File: src/rtl/timer2_pkg.sv
package timer2_pkg;

   // ------------------------------------------------------------
   // Register map
   // ------------------------------------------------------------
   localparam logic [7:0] CTRL_ADDR = 8'hc8;
   localparam logic [7:0] MODE_ADDR = 8'hc9;
   localparam logic [7:0] RELOAD_LOW_ADDR = 8'hca;
   localparam logic [7:0] RELOAD_HIGH_ADDR = 8'hcb;
   localparam logic [7:0] COUNT_LOW_ADDR = 8'hcc;
   localparam logic [7:0] COUNT_HIGH_ADDR = 8'hcd;
   localparam logic [7:0] UNMAPPED_DATA = 8'h00;

   // ------------------------------------------------------------
   // Control register fields and reset values
   // ------------------------------------------------------------
   localparam int OVERFLOW_BIT = 7;
   localparam int EXTERNAL_BIT = 6;
   localparam int RX_CLOCK_BIT = 5;
   localparam int TX_CLOCK_BIT = 4;
   localparam int EXT_ENABLE_BIT = 3;
   localparam int RUN_BIT = 2;
   localparam int COUNTER_SELECT_BIT = 1;
   localparam int CAPTURE_SELECT_BIT = 0;
   localparam int DOWN_COUNT_BIT = 0;
   localparam logic [7:0] CTRL_RESET = 8'h00;
   localparam logic MODE_RESET = 1'b0;
   localparam logic [15:0] COUNT_RESET = 16'h0000;
   localparam logic [15:0] COUNT_MAX = 16'hffff;

   // ------------------------------------------------------------
   // Machine cycle timing, one clock per oscillator period
   // ------------------------------------------------------------
   localparam int OSC_PER_MACHINE_CYCLE = 12;
   localparam logic [3:0] LAST_PHASE = 4'(OSC_PER_MACHINE_CYCLE - 1);
   // Phase index is (state - 1) * 2 + (phase - 1)
   localparam logic [3:0] STATE5_PHASE2 = 4'h9;
   localparam logic [3:0] STATE3_PHASE1 = 4'h4;

   // ------------------------------------------------------------
   // Types
   // ------------------------------------------------------------
   typedef enum logic [1:0] {
      MODE_OFF = 2'b00,
      MODE_RELOAD = 2'b01,
      MODE_CAPTURE = 2'b11,
      MODE_BAUD = 2'b10
   } timer_mode_t;

   typedef struct packed {
      logic write;
      logic read;
      logic [7:0] addr;
      logic [7:0] wdata;
   } sfr_req_t;

   typedef struct packed {
      logic [7:0] ctrl;
      logic down_count_enable;
      logic [15:0] count;
      logic [15:0] reload;
      logic pin_meta;
      logic pin_sync;
      logic trig_meta;
      logic trig_sync;
      logic pin_prev;
      logic trig_prev;
      logic pin_pending;
      logic [7:0] rdata;
      logic irq;
      logic rx_tick;
      logic tx_tick;
   } timer_state_t;

endpackage

File: src/rtl/timer2_capture_reload.sv
// What this block does
// - Count held as separately accessible high, low bytes
// - Timer function: one increment per machine cycle
// - Counter function: count falling edges on count pin
// - Sample pin at state5_phase2; high-then-low counts one
// - New count visible at state3_phase1, next cycle
// - Clock selects give baud; else capture bit picks
// - Select bit: 0 machine cycles, 1 pin edges
// - Overflow flag bit 7 set, software clears
// - No overflow flag while either clock select set
// - External flag bit 6 set on triggered capture/reload
// - External flag requests timer interrupt
// - Down-count enable masks external flag request
// - Capture copies count bytes into reload bytes
// - Auto-reload on overflow or enabled trigger edge
// - Baud generator counts every state time, or pin edges if select bit 1, reloads
// - Receive and transmit selects route ticks independently
`timescale 1ns/1ns
`default_nettype none

module timer2_capture_reload import timer2_pkg::*; (
   // Clock and reset
   input wire logic clock,
   input wire logic srst,
   // Special-function register port
   input wire sfr_req_t sfr_req,
   output logic [7:0] sfr_rdata,
   // External pins
   input wire logic count_input_pin,
   input wire logic capture_trigger_pin,
   // Interrupt request and serial clock ticks
   output logic timer_irq,
   output logic rx_baud_tick,
   output logic tx_baud_tick
);

   timer_state_t s;
   timer_state_t next_s;
   timer_mode_t mode;
   logic sample_strobe;
   logic update_strobe;
   logic state_strobe;
   logic run;
   logic inc;
   logic rollover;
   logic trig_edge;
   logic trig_hit;
   logic count_wr;
   logic reload_wr;
   logic ctrl_wr;
   logic set_overflow;
   logic set_external;

   machine_phase phase_gen (
      .clock(clock),
      .srst(srst),
      .sample_strobe(sample_strobe),
      .update_strobe(update_strobe),
      .state_strobe(state_strobe)
   );

   // ------------------------------------------------------------
   // Mode decode
   // ------------------------------------------------------------
   always_comb begin
      run = s.ctrl[RUN_BIT];
      if (!run) begin
         mode = MODE_OFF;
      end else if (s.ctrl[RX_CLOCK_BIT] || s.ctrl[TX_CLOCK_BIT]) begin
         mode = MODE_BAUD;
      end else if (s.ctrl[CAPTURE_SELECT_BIT]) begin
         mode = MODE_CAPTURE;
      end else begin
         mode = MODE_RELOAD;
      end
   end

   // ------------------------------------------------------------
   // Next state
   // ------------------------------------------------------------
   always_comb begin
      next_s = s;
      ctrl_wr = sfr_req.write && (sfr_req.addr == CTRL_ADDR);
      count_wr = sfr_req.write && ((sfr_req.addr == COUNT_LOW_ADDR) ||
                                   (sfr_req.addr == COUNT_HIGH_ADDR));
      reload_wr = sfr_req.write && ((sfr_req.addr == RELOAD_LOW_ADDR) ||
                                    (sfr_req.addr == RELOAD_HIGH_ADDR));
      // Pins pass two flip-flops before anything reads them
      next_s.pin_meta = count_input_pin;
      next_s.pin_sync = s.pin_meta;
      next_s.trig_meta = capture_trigger_pin;
      next_s.trig_sync = s.trig_meta;

      // Once-per-cycle sampling of both pins
      trig_edge = 1'b0;
      if (sample_strobe) begin
         next_s.pin_prev = s.pin_sync;
         next_s.trig_prev = s.trig_sync;
         if (s.pin_prev && !s.pin_sync) begin
            next_s.pin_pending = 1'b1;
         end
         trig_edge = s.trig_prev && !s.trig_sync;
      end
      trig_hit = trig_edge && s.ctrl[EXT_ENABLE_BIT] && run;

      // Increment source
      inc = 1'b0;
      if (update_strobe) begin
         next_s.pin_pending = 1'b0;
      end
      if (s.ctrl[COUNTER_SELECT_BIT]) begin
         inc = update_strobe && s.pin_pending && run;
      end else if (mode == MODE_BAUD) begin
         inc = state_strobe;
      end else begin
         inc = update_strobe && run;
      end
      rollover = inc && (s.count == COUNT_MAX);

      // Count, capture and reload
      set_overflow = 1'b0;
      set_external = trig_hit;
      next_s.rx_tick = 1'b0;
      next_s.tx_tick = 1'b0;
      if (inc) begin
         next_s.count = 16'(s.count + 16'h1);
      end
      case (mode)
         MODE_CAPTURE: begin
            set_overflow = rollover;
            if (trig_hit) begin
               next_s.reload = s.count;
            end
         end
         MODE_RELOAD: begin
            set_overflow = rollover;
            if (rollover || trig_hit) begin
               next_s.count = s.reload;
            end
         end
         MODE_BAUD: begin
            // Trigger edge only raises the flag here, no reload
            if (rollover) begin
               next_s.count = s.reload;
               next_s.rx_tick = s.ctrl[RX_CLOCK_BIT];
               next_s.tx_tick = s.ctrl[TX_CLOCK_BIT];
            end
         end
         default: begin
            next_s.count = s.count;
         end
      endcase

      // Software access, flags set by hardware win over a clear
      if (ctrl_wr) begin
         next_s.ctrl = sfr_req.wdata;
      end
      if (set_overflow) begin
         next_s.ctrl[OVERFLOW_BIT] = 1'b1;
      end
      if (set_external) begin
         next_s.ctrl[EXTERNAL_BIT] = 1'b1;
      end
      if (sfr_req.write) begin
         case (sfr_req.addr)
            MODE_ADDR: next_s.down_count_enable = sfr_req.wdata[DOWN_COUNT_BIT];
            RELOAD_LOW_ADDR: next_s.reload[7:0] = sfr_req.wdata;
            RELOAD_HIGH_ADDR: next_s.reload[15:8] = sfr_req.wdata;
            COUNT_LOW_ADDR: next_s.count[7:0] = sfr_req.wdata;
            COUNT_HIGH_ADDR: next_s.count[15:8] = sfr_req.wdata;
            default: next_s.down_count_enable = next_s.down_count_enable;
         endcase
      end
      if (sfr_req.read) begin
         case (sfr_req.addr)
            CTRL_ADDR: next_s.rdata = s.ctrl;
            MODE_ADDR: next_s.rdata = {7'h00, s.down_count_enable};
            RELOAD_LOW_ADDR: next_s.rdata = s.reload[7:0];
            RELOAD_HIGH_ADDR: next_s.rdata = s.reload[15:8];
            COUNT_LOW_ADDR: next_s.rdata = s.count[7:0];
            COUNT_HIGH_ADDR: next_s.rdata = s.count[15:8];
            default: next_s.rdata = UNMAPPED_DATA;
         endcase
      end

      // Interrupt request
      next_s.irq = next_s.ctrl[OVERFLOW_BIT] ||
                   (next_s.ctrl[EXTERNAL_BIT] && !next_s.down_count_enable);
   end

   // ------------------------------------------------------------
   // State register
   // ------------------------------------------------------------
   always_ff @(posedge clock) begin
      if (srst) begin
         s <= '0;
         s.ctrl <= CTRL_RESET;
         s.down_count_enable <= MODE_RESET;
         s.count <= COUNT_RESET;
         s.reload <= COUNT_RESET;
      end else begin
         s <= next_s;
      end
   end

   assign sfr_rdata = s.rdata;
   assign timer_irq = s.irq;
   assign rx_baud_tick = s.rx_tick;
   assign tx_baud_tick = s.tx_tick;
endmodule // timer2_capture_reload

`default_nettype wire

File: src/rtl/machine_phase.sv
`timescale 1ns/1ns
`default_nettype none

module machine_phase import timer2_pkg::*; (
   // Clock and reset
   input wire logic clock,
   input wire logic srst,
   // Phase strobes
   output logic sample_strobe,
   output logic update_strobe,
   output logic state_strobe
);

   logic [3:0] phase;
   logic [3:0] next_phase;

   // ------------------------------------------------------------
   // Twelve-period machine cycle
   // ------------------------------------------------------------
   always_comb begin
      next_phase = (phase == LAST_PHASE) ? 4'h0 : 4'(phase + 4'h1);
   end

   always_ff @(posedge clock) begin
      if (srst) begin
         phase <= 4'h0;
      end else begin
         phase <= next_phase;
      end
   end

   assign sample_strobe = (phase == STATE5_PHASE2);
   assign update_strobe = (phase == STATE3_PHASE1);
   // Phase 2 of every state ends a state time
   assign state_strobe = phase[0];

endmodule // machine_phase

`default_nettype wire

File: config.mk
export PLATFORM = sky130hd
export DESIGN_NAME = timer2_capture_reload
export DESIGN_NICKNAME = d
export VERILOG_FILES = /design/src/rtl/timer2_pkg.sv /design/src/rtl/timer2_capture_reload.sv /design/src/rtl/machine_phase.sv
export SDC_FILE = /design/constraint.sdc
export NUM_CORES = 1
export LEC_CHECK = 0
export ABC_CLOCK_PERIOD_IN_PS = 4040
export BUFFER_PORTS_ARGS = -buffer_cell sky130_fd_sc_hd__buf_4
export CORE_ASPECT_RATIO = 2
export CORE_MARGIN = 2
export CORE_UTILIZATION = 55
export DETAILED_ROUTE_END_ITERATION = 10
export PLACE_DENSITY = 0.75
export SLEW_MARGIN = 20
export SYNTH_ARGS = -nofsm -noshare
export SYNTH_HDL_FRONTEND = slang
export SYNTH_SLANG_ARGS = --single-unit
File: constraint.sdc
create_clock -name clock -period 4.04 [get_ports clock]
set_input_delay 0.202 -clock clock [delete_from_list [all_inputs] [get_ports clock]]
set_output_delay 0.202 -clock clock [all_outputs]
set_load 0.01 [all_outputs]
==> results.py <==
metrics = {
    "placed_design": {
        "place_area_mm2": 0.003847,
        "dp.final_hpwl_um": 8031,
        "gp_congestion": 1.055,
        "port_buffers": 32,
        "dp.cells": 539,
    },
    "grt": {
        "track_usage_pct": 33.40,
        "grt_pass1_wl_um": 17760,
        "grt_overflow": 0,
        "grt_start_max_net_pins": 64,
        "first_global_vias": 3314,
        "antenna_found_initial": 0,
    },
    "timing": {
        "rsz0062_at_grt": "false",
        "hold_violations": 0,
        "timing.clock.skew_ps": 4.702,
        "period_share_pct": 62.36,
        "finalMaxSlewViolations": 0,
        "worst_pin_slew_ps": 1073,
        "setup_tns_ps": 0,
        "setup_viol": 0,
        "max_freq_mhz": 397.0,
        "fin_crit_ps": 2519,
        "relSlewSlack_pct": 28.28,
    },
    "clock_tree": {
        "holdBufCountCts": 0,
        "post_cts_buffers": 0,
        "htreeDepth": 3,
        "root_buffer": "clkbuf_16",
        "clockBufferDepth": 2,
        "cts_sinks": 63,
        "cts_tree": "built",
        "cts_made_buffers": 9,
        "cts_resized": 0,
        "clk_pin_slew_ps": 50,
        "worst_skew_pair.late_latency_ps": 330,
    },
    "logic_synthesis": {
        "syn_inst": 453,
        "ys_seq_elements": 63,
        "synth_top_area_cell": "dfxtp_1",
        "yosys-top-cells-area": "dfxtp_1 34%, mux2i_1 8.8%, nor2_1 6.8%, a21oi_1 4.2%, a211oi_1 4.1%",
        "mappedNetlistArea_mm2": 0.003659,
        "ys_types": 63,
        "syn_avg_cell_area_um2": 8.076,
        "synth_top_cell_area_share_pct": 34.47,
        "synthTopCellsByCount": "66 x nor2_1, 63 x dfxtp_1, 32 x mux2i_1, 31 x a21oi_1, 29 x nand2_1",
        "async_reset_ff_share_pct": 0,
        "synth_edf_count": 0,
        "yosysSeqAreaShare_pct": 34.47,
        "syn-num-nets": 479,
        "ys_warn_count": 0,
        "synth_top_flop_cell": "dfxtp_1",
        "synth_most_common_cell": "nor2_1",
    },
    "drt": {
        "drtIter0Drc": 263,
        "num_vias": 3493,
        "ant_nets": 0,
        "vias_per_cell": 6.294,
        "drc": 0,
        "first_pass_iters": 4,
        "wl_um": 11470,
        "routedWlPerCell_um": 20.66,
    },
    "cells_and_area": {
        "antenna_cells": 0,
        "layout.cells.non_filler": 555,
        "drive_gt1_share_pct": 14.35,
        "layout.nets": 488,
        "finalInstanceArea_mm2": 0.004138,
        "syn_to_final_growth_pct": 13.10,
    },
    "power": {
        "powerDensity_mw_per_mm2": 350.7,
        "peakVddDrop_mv": 0.3203,
        "seq_power_share_pct": 43.5,
        "power.share.clock_pct": 51.9,
        "leakage_nw": 1.562,
        "p_sw_share_pct": 22.33,
        "p_comb_share_pct": 4.6,
        "internal-power_mw": 1.127,
        "switchingPower_uw": 324.0,
    },
    "floorplanning": {
        "num_rows": 42,
        "ioPinCount": 33,
        "fp.coreArea_mm2": 0.006516,
        "fp.dieH_um": 119.3,
        "initial_utilization_pct": 56.14,
        "die_w_um": 61.67,
        "die-area_mm2": 0.007360,
    },
    "worst_setup_path": {
        "cp_max_fo": 15,
        "crit_type": "flop to flop",
        "cp.arrival_ps": 2750,
        "required_ps": 4270,
        "cp_slowest_cell": "or2_1",
        "worst_setup_path_end_kind": "flop",
        "path_cells": "ha_1 -> nand3_1 -> nor3_1 -> o2111a_2 -> or2_1 -> a21oi_1 -> a311oi_1",
        "cp-start-kind": "flop",
        "cpPeakStageDelay_ps": 570,
    },
    "run": {
        "maxCapViolations": 0,
    },
    "run_status": {
        "outcome": "finished, final reports clean",
    },
    "hold_path": {
        "hp-class": "input port to flop",
    },
}
## cells by family (layout without fill, tap and decap cells)
logic type | Yosys count | after routing | synth area share, %
AO/OA/AOI/OAI | 119 | 119 | 22.40
XOR/XNOR | 4 | 4 | 0.9575
adder cells (fa/ha/maj) | 4 | 4 | 1.368
buffers and inverters | 51 | 65 | 6.669
flip-flops | 63 | 63 | 34.47
multiplexers | 33 | 33 | 9.371
AND/OR/NAND/NOR | 179 | 179 | 24.76
## stage by stage
| step | hold slack, ps | total power [mW] | setup WS [ps] | utilization (%) |
|---|---|---|---|---|
| CTS | 83.26 | 1.455 | 1558 | 63.50 |
| global route | 86.36 | 1.493 | 1354 | 63.50 |
| floorplan | 330.2 | 0.6776 | 1943 | - |
| global placement | 412.8 | 0.7100 | 1625 | 59.04 |
| detailed placement | 418.8 | 0.7108 | 1577 | 59.04 |
| finish | 87.78 | 1.451 | 1521 | 63.50 |
## metal layers
layer	track usage (%)	vias up	wire length (um)
li1	-	1672	-
met1	40.85	1653	4586
met2	54.14	136	5815
met3	4.886	32	534
met4	17.15	0	530
met5	0	-	0
## layout by cell type, fill, tap and decap left out, types with 2 or more instances in the layout
cell type,Yosys,layout
o211ai_1,4,4
a22oi_1,9,9
clkbuf_16,0,9
o2111ai_1,4,4
ha_1,4,4
and2_1,6,6
nand3_1,16,16
nand4b_1,5,5
a211oi_2,2,2
o21a_1,2,2
mux2i_1,32,32
and3b_1,3,3
a311oi_1,3,3
and3_1,5,5
and4_1,2,2
nand2_1,29,29
a211oi_1,20,20
buf_4,9,37
nand4_1,2,2
a221oi_1,2,2
nor2_1,66,66
o21ai_0,18,18
nor4b_1,2,2
a21oi_1,31,31
a31oi_1,7,7
inv_1,11,11
xnor2_1,4,4
or3_1,4,4
nor4_1,2,2
o22ai_1,2,2
nor3_1,15,15
o21bai_1,3,3
dfxtp_1,63,63
nor2b_1,7,7
clkinv_2,0,3
nor3b_1,3,3
nand3b_1,2,2
## layout make-up
class                      count  area, um2
timing repair buffer          37      277.8
sequential                    63       1261
clock buffer                  10      229.0
tap                           88      110.1
fill                         634       2379
clock inverter                 6      61.31
multi-input combinational    339       2153
inverter                      12      45.04
## power groups by stage
stage | clock network (mW) | registers, mW | logic [mW]
6_report | 0.753 | 0.632 | 0.0665
5_1_grt | 0.789 | 0.632 | 0.0718
4_1_cts | 0.757 | 0.632 | 0.0662
3_5_place_dp | 0 | 0.645 | 0.0659
3_3_place_gp | 0 | 0.645 | 0.0652
2_1_floorplan | 0 | 0.643 | 0.0348
## state kept, by name, indices dropped and copies added, names as in the netlist
signal,count
s,45
tx_baud_tick,1
rx_baud_tick,1
next_s,2
timer_irq,1
phase_gen.phase,4
sfr_rdata,8
run,1
## worst max-delay path: cells and delay by family (launching register included)
family	cells	cell delay [ps]
AO/OA/AOI/OAI	3	750
flip-flops	1	450
AND/OR/NAND/NOR	3	960
adder cells (fa/ha/maj)	1	270
## worst paths after layout
| kind | start | end | slack, ps | depth (start not counted) |
|---|---|---|---|---|
| worst max-delay path | s[34]$_SDFF_PP0_ | s[40]$_SDFF_PP0_ | 1520 | 7 |
| worst min-delay path | capture_trigger_pin | next_s[14]$_SDFF_PP0_ | 90 | 2 |
| worst max register to register | s[34]$_SDFF_PP0_ | s[40]$_SDFF_PP0_ | 1520 | 7 |
| worst min register to register | next_s[14]$_SDFF_PP0_ | s[14]$_SDFF_PP0_ | 440 | 1 |
Note: power is estimated with default switching activity, not from simulation.
